==> src/hdl/ahp_defines.svh <==
/*
  Offsets, field positions, reset values and timing counts of the homing block.
  Assumes a 100 MHz clock and a 32-bit AXI4-Lite register bus.
*/
`ifndef AHP_DEFINES_SVH
`define AHP_DEFINES_SVH
////////////////////////////////////////////////////////////////////////////////
// Timing
`define AHP_CLK_NS         10
`define AHP_MS_NS          1000000
`define AHP_MS_CYCLES      (`AHP_MS_NS / `AHP_CLK_NS)
`define AHP_PERIOD_STEP_MS 3'h1
`define AHP_PERIOD_CONT_MS 3'h5
////////////////////////////////////////////////////////////////////////////////
// Register byte offsets
`define AHP_OFF_CTRL   8'h00
`define AHP_OFF_ORIGIN 8'h04
`define AHP_OFF_COMP   8'h08
`define AHP_OFF_HIGH   8'h0c
`define AHP_OFF_LOW    8'h10
`define AHP_OFF_ACC    8'h14
`define AHP_OFF_DEC    8'h18
`define AHP_OFF_BASIC  8'h1c
`define AHP_OFF_DWELL  8'h20
`define AHP_OFF_WAIT   8'h24
`define AHP_OFF_OVR    8'h28
`define AHP_OFF_SSP    8'h2c
`define AHP_OFF_SSPTGT 8'h30
`define AHP_OFF_POS    8'h34
`define AHP_OFF_STATUS 8'h38
`define AHP_OFF_CMD    8'h3c
////////////////////////////////////////////////////////////////////////////////
// Control word fields
`define AHP_CTRL_METHOD 2:0
`define AHP_CTRL_DIR    3
`define AHP_CTRL_CONT   4
`define AHP_CTRL_LEVEL  5
`define AHP_CTRL_OVR    6
`define AHP_CTRL_EMGORG 7
`define AHP_CTRL_SSPABS 8
`define AHP_CTRL_EMGEN  9
`define AHP_CTRL_POL    14:10
// Command word bits
`define AHP_CMD_HOME 0
`define AHP_CMD_CONT 1
`define AHP_CMD_SSP  2
`define AHP_CMD_CLR  3
// Values
`define AHP_ERR_CONT  8'ha0
`define AHP_OVR_RESET 32'h0000_2710
`define AHP_OVR_SCALE 48'h0000_0000_2710
`define AHP_RESP_OK   2'h0
`define AHP_RESP_ERR  2'h2
`endif

==> src/hdl/ahp_pkg.sv <==
/*
  Types of the homing block: sequencer states and homing methods.
  Assumes nothing of its surroundings.
*/
package ahp_pkg;
  // Sequencer states
  typedef enum logic [2:0] {
    AHP_IDLE  = 3'b000,
    AHP_FAST  = 3'b001,
    AHP_SLOW  = 3'b010,
    AHP_COMP  = 3'b011,
    AHP_DWELL = 3'b100,
    AHP_WAIT  = 3'b101
  } ahp_state_t;
  // Homing method codes
  typedef enum logic [2:0] {
    AHP_M_AREA_OFF   = 3'b000,
    AHP_M_AREA_ON    = 3'b001,
    AHP_M_LIMIT_MARK = 3'b010,
    AHP_M_AREA       = 3'b011,
    AHP_M_HIGH       = 3'b100,
    AHP_M_LIMIT      = 3'b101,
    AHP_M_MARK       = 3'b110
  } ahp_method_t;
endpackage

==> src/hdl/ahp_tick_gen.sv <==
/*
  Millisecond tick and profile tick divider.
  Assumes one free-running clock; the enables are one-cycle pulses.
*/
`timescale 1ns/1ps
`include "ahp_defines.svh"
module ahp_tick_gen #(
  parameter int MS_CYCLES = `AHP_MS_CYCLES  // Clock cycles per millisecond
) (
  input  wire logic clk,
  input  wire logic reset,
  input  wire logic contEnable,  // Continuous operation enabled
  output logic      msTick,      // One pulse each millisecond
  output logic      profTick     // One pulse each profile period
);
  logic [31:0] cycleCount;  // Cycles within the millisecond
  logic [2:0]  msCount;     // Milliseconds within the period
  wire  [2:0]  periodMs = contEnable ? `AHP_PERIOD_CONT_MS : `AHP_PERIOD_STEP_MS;
  wire         msEnd    = (cycleCount == 32'(MS_CYCLES - 1));
  wire         periodEnd = (msCount >= periodMs - 3'h1);

  ////////////////////////////////////////////////////////////////////////////
  // Divider; period switches at the next millisecond boundary
  always_ff @(posedge clk or posedge reset) begin
    if (reset) begin
      cycleCount <= 32'h0;
      msCount    <= 3'h0;
      msTick     <= 1'b0;
      profTick   <= 1'b0;
    end else begin
      cycleCount <= msEnd ? 32'h0 : cycleCount + 32'h1;
      msTick     <= msEnd;
      profTick   <= msEnd && periodEnd;
      if (msEnd) begin
        msCount <= periodEnd ? 3'h0 : msCount + 3'h1;
      end
    end
  end
endmodule

==> src/hdl/ahp_pulse_gen.sv <==
/*
  Rate accumulator turning a speed in pulses per second into step pulses.
  Assumes the speed is below half the clock rate.
*/
`timescale 1ns/1ps
`include "ahp_defines.svh"
module ahp_pulse_gen #(
  parameter int CLK_HZ = `AHP_MS_CYCLES * 1000  // Clock rate in hertz
) (
  input  wire logic        clk,
  input  wire logic        reset,
  input  wire logic        runEnable,  // Low halts at once
  input  wire logic [31:0] speed,      // Pulses per second
  output logic             stepPulse   // One-cycle step
);
  logic [31:0] phase;  // Fraction of a pulse accumulated
  wire  [32:0] sum  = {1'b0, phase} + {1'b0, speed};
  wire         wrap = (sum >= 33'(CLK_HZ));

  ////////////////////////////////////////////////////////////////////////////
  // Halt clears the phase too, so no stale pulse leaks out afterwards
  always_ff @(posedge clk or posedge reset) begin
    if (reset) begin
      phase     <= 32'h0;
      stepPulse <= 1'b0;
    end else if (!runEnable) begin
      phase     <= 32'h0;
      stepPulse <= 1'b0;
    end else begin
      phase     <= wrap ? 32'(sum - 33'(CLK_HZ)) : sum[31:0];
      stepPulse <= wrap;
    end
  end
endmodule

==> src/hdl/ahp_axis_homing.sv <==
/*
  Per-axis homing sequencer with sensor polarity, pulse output level,
  override, speed/position switch target and AXI4-Lite registers.
  Assumes sensor inputs are synchronous to clk and the speed order is kept.
*/
`timescale 1ns/1ps
`include "ahp_defines.svh"
module ahp_axis_homing
  import ahp_pkg::*;
#(
  parameter int MS_CYCLES = `AHP_MS_CYCLES  // Clock cycles per millisecond
) (
  input  wire logic        clk,
  input  wire logic        reset,
  input  wire logic [7:0]  awaddr,
  input  wire logic        awvalid,
  output logic             awready,
  input  wire logic [31:0] wdata,
  input  wire logic [3:0]  wstrb,
  input  wire logic        wvalid,
  output logic             wready,
  output logic [1:0]       bresp,
  output logic             bvalid,
  input  wire logic        bready,
  input  wire logic [7:0]  araddr,
  input  wire logic        arvalid,
  output logic             arready,
  output logic [31:0]      rdata,
  output logic [1:0]       rresp,
  output logic             rvalid,
  input  wire logic        rready,
  input  wire logic        hiLimitIn,        // Raw high limit
  input  wire logic        loLimitIn,        // Raw low limit
  input  wire logic        areaSensorIn,     // Raw home-area sensor
  input  wire logic        homeMarkIn,       // Raw home mark
  input  wire logic        emergency_halt,   // Raw external stop
  output logic             pulseOut,         // Pulse train to the drive
  output logic             dirOut,           // High while moving in reverse
  output logic             origin_state      // Origin established
);
  ////////////////////////////////////////////////////////////////////////////
  // Registers
  logic [31:0] ctrl, originAddr, compAmount, highSpeed, lowSpeed;
  logic [31:0] accTime, decTime, basicTime, overrideVal, sspDist, sspTarget;
  logic [31:0] position;                 // Present position in pulses
  logic [15:0] dwellTime, waitTime;      // Millisecond counts
  logic [7:0]  errorCode;                // Last refused command
  logic        contActive;               // Continuous mode accepted
  ahp_state_t  state, next_state;        // Sequencer state
  logic        runDir;                   // Current travel, 1 is reverse
  logic [31:0] curSpeed;                 // Ramped speed
  logic [39:0] rampBudget;               // Slope accumulator
  logic [31:0] compLeft;                 // Compensation pulses left
  logic [15:0] msCount;                  // Milliseconds in this state
  logic        dogOffSeen;               // Area left during low speed
  logic        homePrev;                 // Home mark delayed
  logic        msTick, profTick, stepPulse;

  // Byte-lane merge for partial writes
  function automatic logic [31:0] merge(input logic [31:0] old);
    for (int i = 0; i < 4; i++) begin
      merge[i*8 +: 8] = wstrb[i] ? wdata[i*8 +: 8] : old[i*8 +: 8];
    end
  endfunction

  ////////////////////////////////////////////////////////////////////////////
  // Bus decode; both address and data must be present, one write at a time
  wire wrFire = awvalid && wvalid && !bvalid;
  wire rdFire = arvalid && !rvalid;
  assign awready = wrFire;
  assign wready  = wrFire;
  assign arready = rdFire;
  wire wrCmd  = wrFire && awaddr == `AHP_OFF_CMD && wstrb[0];
  wire startCmd = wrCmd && wdata[`AHP_CMD_HOME];
  wire contCmd  = wrCmd && wdata[`AHP_CMD_CONT];
  wire sspCmd   = wrCmd && wdata[`AHP_CMD_SSP];
  wire clrCmd   = wrCmd && wdata[`AHP_CMD_CLR];
  wire [31:0] status = {15'h0, dirOut, errorCode, 1'b0, contActive,
                        state != AHP_IDLE, origin_state, 1'b0, state};
  wire        rdOk = araddr[1:0] == 2'h0 && araddr <= `AHP_OFF_CMD;
  wire [31:0] rdMux =
    araddr == `AHP_OFF_CTRL   ? ctrl :
    araddr == `AHP_OFF_ORIGIN ? originAddr :
    araddr == `AHP_OFF_COMP   ? compAmount :
    araddr == `AHP_OFF_HIGH   ? highSpeed :
    araddr == `AHP_OFF_LOW    ? lowSpeed :
    araddr == `AHP_OFF_ACC    ? accTime :
    araddr == `AHP_OFF_DEC    ? decTime :
    araddr == `AHP_OFF_BASIC  ? basicTime :
    araddr == `AHP_OFF_DWELL  ? {16'h0, dwellTime} :
    araddr == `AHP_OFF_WAIT   ? {16'h0, waitTime} :
    araddr == `AHP_OFF_OVR    ? overrideVal :
    araddr == `AHP_OFF_SSP    ? sspDist :
    araddr == `AHP_OFF_SSPTGT ? sspTarget :
    araddr == `AHP_OFF_POS    ? position :
    araddr == `AHP_OFF_STATUS ? status : 32'h0;
  wire wrOk = awaddr[1:0] == 2'h0 && awaddr <= `AHP_OFF_CMD;

  ////////////////////////////////////////////////////////////////////////////
  // Polarity: a set bit means normally closed, active when the line is off
  wire [4:0] pol    = ctrl[`AHP_CTRL_POL];
  wire hiAct  = hiLimitIn ^ pol[0];
  wire loAct  = loLimitIn ^ pol[1];
  wire dogAct = areaSensorIn ^ pol[2];
  wire homeAct = homeMarkIn ^ pol[3];
  wire emgAct = emergency_halt ^ pol[4];
  wire homeEdge = homeAct && !homePrev;
  wire emgHit = ctrl[`AHP_CTRL_EMGEN] && emgAct;

  ////////////////////////////////////////////////////////////////////////////
  // Method conditions
  ahp_method_t method;
  assign method = ahp_method_t'(ctrl[`AHP_CTRL_METHOD]);
  wire methodOk = ctrl[`AHP_CTRL_METHOD] != 3'h7;
  wire baseDir  = ctrl[`AHP_CTRL_DIR];
  wire limAhead = runDir ? loAct : hiAct;
  wire isM0 = method == AHP_M_AREA_OFF;
  wire isM2 = method == AHP_M_LIMIT_MARK;
  wire originFast = ((method == AHP_M_AREA || method == AHP_M_HIGH) && dogAct)
                    || (method == AHP_M_LIMIT && limAhead);
  wire slowGo = ((isM0 || method == AHP_M_AREA_ON) && dogAct) || (isM2 && limAhead)
                || method == AHP_M_MARK;
  wire homeOk = homeEdge && (!isM0 || dogOffSeen);
  wire originHit = (state == AHP_FAST && originFast) || (state == AHP_SLOW && homeOk);
  wire timeUp = msCount >= (state == AHP_DWELL ? dwellTime : waitTime);
  wire doneNow = state == AHP_DWELL && timeUp && !emgHit;
  wire moving = state == AHP_FAST || state == AHP_SLOW || state == AHP_COMP;
  wire compEnd = state == AHP_COMP && (compLeft == 32'h0 ||
                 (compLeft == 32'h1 && stepPulse));
  wire runEn = moving && !originHit && !emgHit && !compEnd;

  ////////////////////////////////////////////////////////////////////////////
  // Speeds: override scales high speed, or replaces it when the override bit is set; ramp slope follows the effective high speed
  wire [47:0] ovrProd = highSpeed * {16'h0, overrideVal[15:0]};
  wire [47:0] ovrPct  = ovrProd / `AHP_OVR_SCALE;
  wire [31:0] effHigh = ctrl[`AHP_CTRL_OVR] ? overrideVal : ovrPct[31:0];
  wire [31:0] tgtSpeed = state == AHP_FAST ? effHigh : lowSpeed;
  wire        rampUp  = curSpeed < tgtSpeed;
  wire [31:0] effTime = rampUp ? (accTime != 32'h0 ? accTime : basicTime)
                               : (decTime != 32'h0 ? decTime : basicTime);
  wire [2:0]  periodMs = ctrl[`AHP_CTRL_CONT] ? `AHP_PERIOD_CONT_MS : `AHP_PERIOD_STEP_MS;
  wire [39:0] slope = 40'(effHigh) * 40'(periodMs);

  ahp_tick_gen #(.MS_CYCLES(MS_CYCLES)) uTick (
    .clk        (clk),
    .reset      (reset),
    .contEnable (ctrl[`AHP_CTRL_CONT]),
    .msTick     (msTick),
    .profTick   (profTick)
  );

  ahp_pulse_gen #(.CLK_HZ(MS_CYCLES * 1000)) uPulse (
    .clk       (clk),
    .reset     (reset),
    .runEnable (runEn),
    .speed     (curSpeed),
    .stepPulse (stepPulse)
  );

  ////////////////////////////////////////////////////////////////////////////
  // Sequencer next state; emergency overrides every step
  always_comb begin
    next_state = state;
    if (emgHit) begin
      next_state = AHP_IDLE;
    end else begin
      case (state)
        AHP_IDLE:  if (startCmd && methodOk) next_state = AHP_FAST;
        AHP_FAST: begin
          if (originFast) next_state = AHP_COMP;
          else if (slowGo) next_state = AHP_SLOW;
          else if (limAhead) next_state = AHP_WAIT;
        end
        AHP_SLOW: begin
          if (homeOk) next_state = AHP_COMP;
          else if (limAhead) next_state = AHP_WAIT;
        end
        AHP_COMP:  if (compEnd) next_state = AHP_DWELL;
        AHP_DWELL: if (timeUp) next_state = AHP_IDLE;
        AHP_WAIT:  if (timeUp) next_state = AHP_FAST;
        default:   next_state = AHP_IDLE;
      endcase
    end
  end

  ////////////////////////////////////////////////////////////////////////////
  // Bus handshake and software-written registers
  always_ff @(posedge clk or posedge reset) begin
    if (reset) begin
      bvalid <= 1'b0;
      bresp  <= `AHP_RESP_OK;
      rvalid <= 1'b0;
      rresp  <= `AHP_RESP_OK;
      rdata  <= 32'h0;
    end else begin
      if (wrFire) begin
        bvalid <= 1'b1;
        bresp  <= wrOk ? `AHP_RESP_OK : `AHP_RESP_ERR;
      end else if (bready) begin
        bvalid <= 1'b0;
      end
      if (rdFire) begin
        rvalid <= 1'b1;
        rdata  <= rdOk ? rdMux : 32'h0;
        rresp  <= rdOk ? `AHP_RESP_OK : `AHP_RESP_ERR;
      end else if (rready) begin
        rvalid <= 1'b0;
      end
    end
  end

  // Settings; taken at once, so change them only while idle
  always_ff @(posedge clk or posedge reset) begin
    if (reset) begin
      {ctrl, originAddr, compAmount, highSpeed, lowSpeed} <= '0;
      {accTime, decTime, basicTime, sspDist} <= '0;
      {dwellTime, waitTime} <= '0;
      overrideVal <= `AHP_OVR_RESET;
    end else if (wrFire) begin
      case (awaddr)
        `AHP_OFF_CTRL:   ctrl <= merge(ctrl);
        `AHP_OFF_ORIGIN: originAddr <= merge(originAddr);
        `AHP_OFF_COMP:   compAmount <= merge(compAmount);
        `AHP_OFF_HIGH:   highSpeed <= merge(highSpeed);
        `AHP_OFF_LOW:    lowSpeed <= merge(lowSpeed);
        `AHP_OFF_ACC:    accTime <= merge(accTime);
        `AHP_OFF_DEC:    decTime <= merge(decTime);
        `AHP_OFF_BASIC:  basicTime <= merge(basicTime);
        `AHP_OFF_DWELL:  dwellTime <= 16'(merge({16'h0, dwellTime}));
        `AHP_OFF_WAIT:   waitTime <= 16'(merge({16'h0, waitTime}));
        `AHP_OFF_OVR:    overrideVal <= merge(overrideVal);
        `AHP_OFF_SSP:    sspDist <= merge(sspDist);
        default:         ;  // Read-only, command or unmapped
      endcase
    end
  end

  ////////////////////////////////////////////////////////////////////////////
  // Sequencer, direction and flags
  always_ff @(posedge clk or posedge reset) begin
    if (reset) begin
      state <= AHP_IDLE;
      runDir <= 1'b0;
      msCount <= 16'h0;
      dogOffSeen <= 1'b0;
      homePrev <= 1'b0;
      origin_state <= 1'b0;
      errorCode <= 8'h0;
      contActive <= 1'b0;
      compLeft <= 32'h0;
    end else begin
      state <= next_state;
      homePrev <= homeAct;
      msCount <= (next_state != state) ? 16'h0 :
                 (msTick && msCount != 16'hffff) ? msCount + 16'h1 : msCount;
      dogOffSeen <= state == AHP_SLOW && (dogOffSeen || !dogAct);
      if (next_state == AHP_FAST) runDir <= baseDir;
      else if (state == AHP_FAST && next_state == AHP_SLOW && isM2) runDir <= !runDir;
      if (originHit && !emgHit) begin
        compLeft <= compAmount[31] ? 32'(-compAmount) : compAmount;
        runDir <= baseDir ^ compAmount[31];
      end else if (state == AHP_COMP && stepPulse && compLeft != 32'h0) begin
        compLeft <= compLeft - 32'h1;
      end
      if (doneNow) origin_state <= 1'b1;
      else if (startCmd && state == AHP_IDLE) origin_state <= 1'b0;
      else if (emgHit && ctrl[`AHP_CTRL_EMGORG]) origin_state <= 1'b0;
      if (contCmd && !ctrl[`AHP_CTRL_CONT]) errorCode <= `AHP_ERR_CONT;
      else if (clrCmd) errorCode <= 8'h0;
      contActive <= ctrl[`AHP_CTRL_CONT] && (contActive || contCmd);
    end
  end

  ////////////////////////////////////////////////////////////////////////////
  // Speed ramp, one unit per cycle while the slope budget added each profile tick lasts
  always_ff @(posedge clk or posedge reset) begin
    if (reset) begin
      curSpeed <= 32'h0;
      rampBudget <= 40'h0;
    end else if (!runEn) begin
      curSpeed <= 32'h0;
      rampBudget <= 40'h0;
    end else if (curSpeed == tgtSpeed) begin
      rampBudget <= 40'h0;
    end else if (effTime == 32'h0) begin
      curSpeed <= tgtSpeed;
    end else if (profTick) begin
      rampBudget <= rampBudget + slope;
    end else if (rampBudget >= {8'h0, effTime}) begin
      curSpeed <= rampUp ? curSpeed + 32'h1 : curSpeed - 32'h1;
      rampBudget <= rampBudget - {8'h0, effTime};
    end
  end

  ////////////////////////////////////////////////////////////////////////////
  // Position, switch target and pin drive
  always_ff @(posedge clk or posedge reset) begin
    if (reset) begin
      position <= 32'h0;
      sspTarget <= 32'h0;
      pulseOut <= 1'b1;  // Idle level of the reset setting, no false step
      dirOut <= 1'b0;
    end else begin
      if (doneNow) position <= originAddr;
      else if (stepPulse) position <= runDir ? position - 32'h1 : position + 32'h1;
      if (sspCmd) begin
        sspTarget <= ctrl[`AHP_CTRL_SSPABS] ? sspDist : position + sspDist;
      end
      pulseOut <= ctrl[`AHP_CTRL_LEVEL] ? stepPulse : !stepPulse;
      dirOut <= runDir;
    end
  end
endmodule

==> config.mk <==
export PLATFORM = sky130hd
export DESIGN_NAME = ahp_axis_homing
export DESIGN_NICKNAME = d
export VERILOG_FILES = /design/src/hdl/ahp_pkg.sv /design/src/hdl/ahp_tick_gen.sv /design/src/hdl/ahp_pulse_gen.sv /design/src/hdl/ahp_axis_homing.sv
export VERILOG_INCLUDE_DIRS = /design/src /design/src/hdl
export SDC_FILE = /design/constraint.sdc
export NUM_CORES = 2
export LEC_CHECK = 0
export BUFFER_PORTS_ARGS = -buffer_cell sky130_fd_sc_hd__buf_2
export CAP_MARGIN = 30
export CORE_MARGIN = 2
export CORE_UTILIZATION = 60
export CTS_BUF_LIST = sky130_fd_sc_hd__clkbuf_8 sky130_fd_sc_hd__clkbuf_16
export DETAILED_ROUTE_END_ITERATION = 7
export PLACE_DENSITY = 0.83
export SETUP_SLACK_MARGIN = 0.4
export SYNTH_ARGS = -nofsm -noshare
export SYNTH_HDL_FRONTEND = slang
export SYNTH_SLANG_ARGS = --single-unit
export TNS_END_PERCENT = 100
==> constraint.sdc <==
create_clock -name clk -period 58.3 [get_ports clk]
set_input_delay 2.915 -clock clk [delete_from_list [all_inputs] [get_ports clk]]
set_output_delay 2.915 -clock clk [all_outputs]
set_load 0.01 [all_outputs]
Word-level counts from Yosys, hierarchy flattened
Index checks and enable logic that the tools add are counted.

Register bits after elaboration: 662. Bits of input ports: 64.

Mux-type cells: 74. Divide/modulo/power cells: 1. Bitwise gates (word level): 6. Magnitude comparators: 7. Reduce and logical (&&, ||, !) cells: 129. Add/sub/neg operators: 15. Multipliers: 2. Equal/unequal tests: 50.

Operators with widths (count): $mux 32 (36); $mux 40 (5); $reduce_and 3->1 (45); $add 32x1->32 const B (3); $eq 8x6->1 const B (12); $reduce_bool 32->1 (3); $sub 32x1->32 const B (3); $eq 8x5->1 const B (8); $logic_not 32->1 (2); $div 48x14->48 const B (1); $mul 32x16->48 (1); $mux 16 (3); $add 40x35->40 (1); $ge 40x32->1 (1); $logic_and 1x1->1 (40); $sub 40x32->40 (1); $mul 32x3->35 (1); $add 32x32->33 (1); $ge 33x27->1 const B (1); $mux 3 (11); $add 32x32->32 (1); $eq 32x1->1 const B (1); $eq 32x17->1 const B (1); $eq 32x32->1 (1); 33 further kinds (101).

Depth between registers and ports, before layout
Depth in word-level cells: 17. Gate-level depth with buffers: 214.

Modules after synthesis
A second synthesis with hierarchy kept.

Cells, all modules: 8643. Area, all modules: 75969.1 um^2.

By module, submodules not included: ahp_axis_homing (times used 1, cells an instance 8026, area each 70488.9 um^2); ahp_pulse_gen (times used 1, cells an instance 450, area each 3636.0 um^2); ahp_tick_gen (times used 1, cells an instance 167, area each 1844.3 um^2).

Least setup slack after synthesis
Ideal clock, no wire load.

Path type: register to register. Start: register overrideVal[4]. End: register rampBudget[10]. Setup time: 132 ps. Data required time: 58168 ps. Arrival: 48357 ps. Cell stages (with the launch flop): 201. Period minus slack after synthesis: 48489 ps. Slack: 9811 ps. Cells stage by stage: dfstp_2 > clkbuf_1 > clkbuf_1 > nand2_1 > fa_1 > inv_1 > fa_1 > inv_1 > fa_1 > inv_1 > fa_1 > fa_1 > inv_1 > fa_1 > inv_1 > ha_1 > buf_2 > nand2_1 > [... 165 more ...] > maj3_1 > maj3_1 > a21oi_1 > nor2_1 > o21ai_0 > a21oi_1 > o21a_1 > o21a_1 > o21a_1 > o21ai_0 > nand2b_1 > a211o_1 > o21ai_0 > clkbuf_1 > clkbuf_1 > a211oi_1 > a21oi_1 > nor2_1.

Cells in the longest elaborated chain, start to end: 12. Elaborated cells on any way between the ends: 20. Classes of those cells: add/sub (2); mul (2); div (1); order compare (2); eq/ne (3); mux (8); reduce/logical (2).

RTL lines: start, declared (RTL line ahp_axis_homing.sv:44) `logic [31:0] accTime, decTime, basicTime, overrideVal, sspDist, sspTarget;`; start signal, assigned (RTL line ahp_axis_homing.sv:218) `` overrideVal <= `AHP_OVR_RESET; ``; start signal, assigned (RTL line ahp_axis_homing.sv:231) `` `AHP_OFF_OVR: overrideVal <= merge(overrideVal); ``; $mul 32x16->48 (RTL line ahp_axis_homing.sv:134) `wire [47:0] ovrProd = highSpeed * {16'h0, overrideVal[15:0]};`; $div 48x14->48 (no line); $mux 32 * (RTL line ahp_axis_homing.sv:136) `` wire [31:0] effHigh = ctrl[`AHP_CTRL_OVR] ? overrideVal : ovrPct[31:0]; ``; branches (longest 9 deep; another with $add 40x35->40); end signal, assigned (RTL line ahp_axis_homing.sv:288) `rampBudget <= rampBudget + slope;`; end signal, assigned (RTL line ahp_axis_homing.sv:291) `rampBudget <= rampBudget - {8'h0, effTime};`; end, declared (RTL line ahp_axis_homing.sv:52) `logic [39:0] rampBudget;`.

Mark *: on every way between the ends. The select of a mux whose other input is x is not followed. A chain may end at the register's enable or synchronous reset.

Final worst setup path
Start: register overrideVal[4]. End: register rampBudget[29].

Same word-level chain as after synthesis.

==> results.md <==
- Status: complete, but fails checks
- Failing checks: DRC, slew limit
- FFs w/ async S/R, synth: 100.0%
- Placed cells: between 9000 and 10000
- Type of the worst min-delay path: register to register
- Ratio of cells with drive above 1 in the final layout: between 10% and 20%
- Clock skew: between 0.05 and 0.06 ns
- Synth Area in XOR/XNOR: between 6 and 7%
- Clock-pin slew on the worst setup and hold paths: about 0.06 ns
- Gpl congestion: around 1.0
- Setup-failing EPs final: 0
- Later-pin clock latency in the skew report: approximately 0.66 ns
- Cell repeated most along the worst path: maj3_1
- Final Core Density: 64.42%
- H-Tree Depth: 3
- Bufs on Longest Clock Path: 3
- Slew Limit Fails: 2
- Die H: 354.9 µm
- Routed WL: around 240 mm
- Vias after detailed routing: between 60000 and 70000
- Synth Register Bits: approximately 650
- Rows: 128
- Fill count: around 10000
- All-Layer GR Usage: approximately 38%
- TNS Setup: 0 ns
- Maxcap violations: 0
- Num CTS Buffers: 67
- Syn. warnings: 0
- Fin crit period: between 50 and 60 ns
- Initial Util: slightly above 60%
- Top_reg_cell synth: dfrtp_1
- I/O pin cnt: roughly 110
- Post-Synth Simple-Gate Area: between 10% and 20%
- CP peak stage delay: 0.87 ns
- Post-CTS Hold Buffers: 0
- CTS tree: yes
- Crit end category: register
- Mapped Area: 73870 µm²
- Setup WS pre-CTS: 1.302 ns
- Critical Path RT: 58.84 ns
- Max transition margin: -2.701%
- Max reg flops: 40
- Largest family of logic cells by synthesized area: compound AO/OA/AOI/OAI gates
- Critical path arrival: about 56 ns
- WL/cell: between 20 and 25 µm
- Post-synth cell types: around 150
- Critical Path Slowest Stage Cell: dfstp_4
- Critical path class: register to register
- EDFF count, synth: 0
- Placeable Area: 122000 µm²
- Mux cell area share after synthesis: ~7.3%
- Critical Path Fanout Max: 67
- Syn-to-layout area delta: 6.437%
- Hpwl dp: between 150 and 200 mm
- Largest register by flop count: rampBudget
- Period utilisation layout: 94.36%
- Vias per cell: roughly 6.7
- Least-Margin Pin Slew: approximately 1.5 ns
- Largest net degree at the start of global routing: around 110
- Chip Width: approximately 350 µm
- Fin nets: roughly 9300
- Final setup margin: ~3.3 ns
- Adder-cell share of the synthesized area: 19.56%
- Global-route wire length before repair: ~380 mm
- Root cell of the clock tree: clkbuf_16
- Register area share after synthesis: ~22%
- RSZ-0062 raised after global routing: no
- IO Port Bufs: ~110
- Initial antenna violation count: 16
- Fin. Hold Viols: 0
- # clock sinks: 653
- Post-route ant nets: 0
- Number of global-route vias before repair: around 68000
- DRT iter0 DRCs: a little over 8000
- Overflow after GRT: 0
- First drt pass iteration count: 8
- Max Freq: 18.18 MHz
- Die Area: around 130000 µm²
- Fin cells: 10104
- Synthesized area per cell: a little under 9 µm²
- Post-Syn Instances: 8536
- Setup slack, reg-to-reg: 3.29 ns
- Complex-gate fraction of the synthesized area: a little over a fifth
- # DRC: 7
- Startpoint Class: register
==> per-stage QoR <==
| step | hold WS, ns | cell area, µm² |
|---|---|---|
| finish | 0.4746 | 78620 |
| global route | 0.5024 | 78600 |
| CTS | 0.4753 | 77820 |
| detailed placement | 0.4609 | 75510 |
| global placement | 0.4557 | 75480 |
| floorplan | 0.4293 | 73870 |
==> worst max-delay path: cells and delay by family (launching register included) <==
family          cells  cell delay (ns)
compound gates     87            24.33
fa+ha+maj          31            12.53
simple gates       42            11.94
xor+xnor            8             1.96
mux                 4             1.65
buf+inv            11             1.46
flops               1             0.87
==> synth_stat cells (23+ instances only) <==
| cell type | count | share of area (%) |
|---|---|---|
| a211oi_1 | 74 | 0.75 |
| a21o_1 | 96 | 0.98 |
| a21oi_1 | 497 | 3.4 |
| a221oi_1 | 66 | 0.78 |
| a222oi_1 | 39 | 0.53 |
| a22o_1 | 78 | 0.92 |
| a22oi_1 | 66 | 0.67 |
| a31oi_1 | 56 | 0.47 |
| and2_1 | 266 | 2.3 |
| and3_1 | 55 | 0.47 |
| buf_1 | 33 | 0.17 |
| buf_2 | 59 | 0.40 |
| clkbuf_1 | 308 | 1.6 |
| dfrtp_1 | 647 | 22 |
| fa_1 | 454 | 12 |
| ha_1 | 377 | 6.4 |
| inv_1 | 774 | 3.9 |
| maj3_1 | 61 | 0.83 |
| mux2_2 | 388 | 5.9 |
| mux2i_1 | 96 | 1.3 |
| nand2_1 | 895 | 4.5 |
| nand2b_1 | 64 | 0.54 |
| nand3_1 | 172 | 1.2 |
| nand4_1 | 98 | 0.83 |
| nor2_1 | 530 | 2.7 |
| nor2b_1 | 51 | 0.43 |
| nor3_1 | 138 | 0.94 |
| nor4_1 | 72 | 0.61 |
| o2111ai_1 | 24 | 0.28 |
| o211a_1 | 25 | 0.34 |
| o211ai_1 | 61 | 0.62 |
| o21a_1 | 48 | 0.49 |
| o21ai_0 | 361 | 2.4 |
| o21ai_1 | 83 | 0.56 |
| o21bai_1 | 114 | 1.2 |
| o31a_1 | 23 | 0.27 |
| o31ai_1 | 54 | 0.55 |
| or2_2 | 26 | 0.22 |
| or3_1 | 61 | 0.52 |
| xnor2_1 | 387 | 4.6 |
| xor2_1 | 166 | 2.0 |
==> placed cells by master, fill, tap and decap left out, types with 81 or more instances in the layout <==
cell type	synthesis	final
fa_1	454	454
xnor2_1	387	378
a21oi_1	497	492
nor3_1	138	134
o21bai_1	114	114
xor2_1	166	166
buf_2	59	107
ha_1	377	377
and2_1	266	266
mux2i_1	96	88
o21ai_1	83	81
dfrtp_1	647	621
mux2_2	388	387
a21o_1	96	95
o21ai_0	361	359
nand2_1	895	893
inv_1	774	784
buf_4	13	113
nand4_1	98	98
nor2_1	530	517
nand3_1	172	171
==> final cells by class <==
cell class | count | area (µm²) | share of cell area [%]
Multi-Input combinational cell | 6692 | 53420 | 67.94
Sequential cell | 653 | 16400 | 20.86
Inverter | 780 | 2935 | 3.734
Tap cell | 1625 | 2033 | 2.586
Clock buffer | 81 | 1892 | 2.406
Timing Repair Buffer | 226 | 1500 | 1.908
Clock inverter | 40 | 426.7 | 0.5427
Antenna cell | 7 | 17.52 | 0.02228
==> logic make-up (layout without fill, tap and decap cells) <==
logic type,Yosys count,in the layout
xor+xnor,569,570
other cells,1,9
compound gates,2153,2154
simple gates,2580,2580
fa+ha+maj,895,895
buf+inv,1194,1127
mux,491,491
flops,653,653
==> worst paths after layout <==
check | endpoint | cells after the start | from
max reg2reg | rampBudget[29] | 183 | overrideVal[4]
min in group asynchronous | compLeft[19] | 2 | reset
min reg2reg | uTick.cycleCount[4] | 1 | uTick.cycleCount[4]
min | uTick.cycleCount[4] | 1 | uTick.cycleCount[4]
max in group asynchronous | highSpeed[10] | 6 | reset
max | rampBudget[29] | 183 | overrideVal[4]
==> metal layers <==
layer  share of wire, %  up-vias  wire length, µm  GRT usage (%)
li1                   -    29911                -              -
met1                 36    33138            88450          45.30
met2                 44     4047           107400          58.96
met3                 12     1031            28940          12.24
met4                7.3       10            17650          23.58
met5              0.025        -               60              0
==> repair_timing <==
item	in CTS	in global routing
buffers inserted	0	29
setup endpoints to repair	0	72
gates resized for setup	0	102
Power is not shown: default switching activity piles up to over one toggle a cycle in this logic, so the estimate is an artifact.
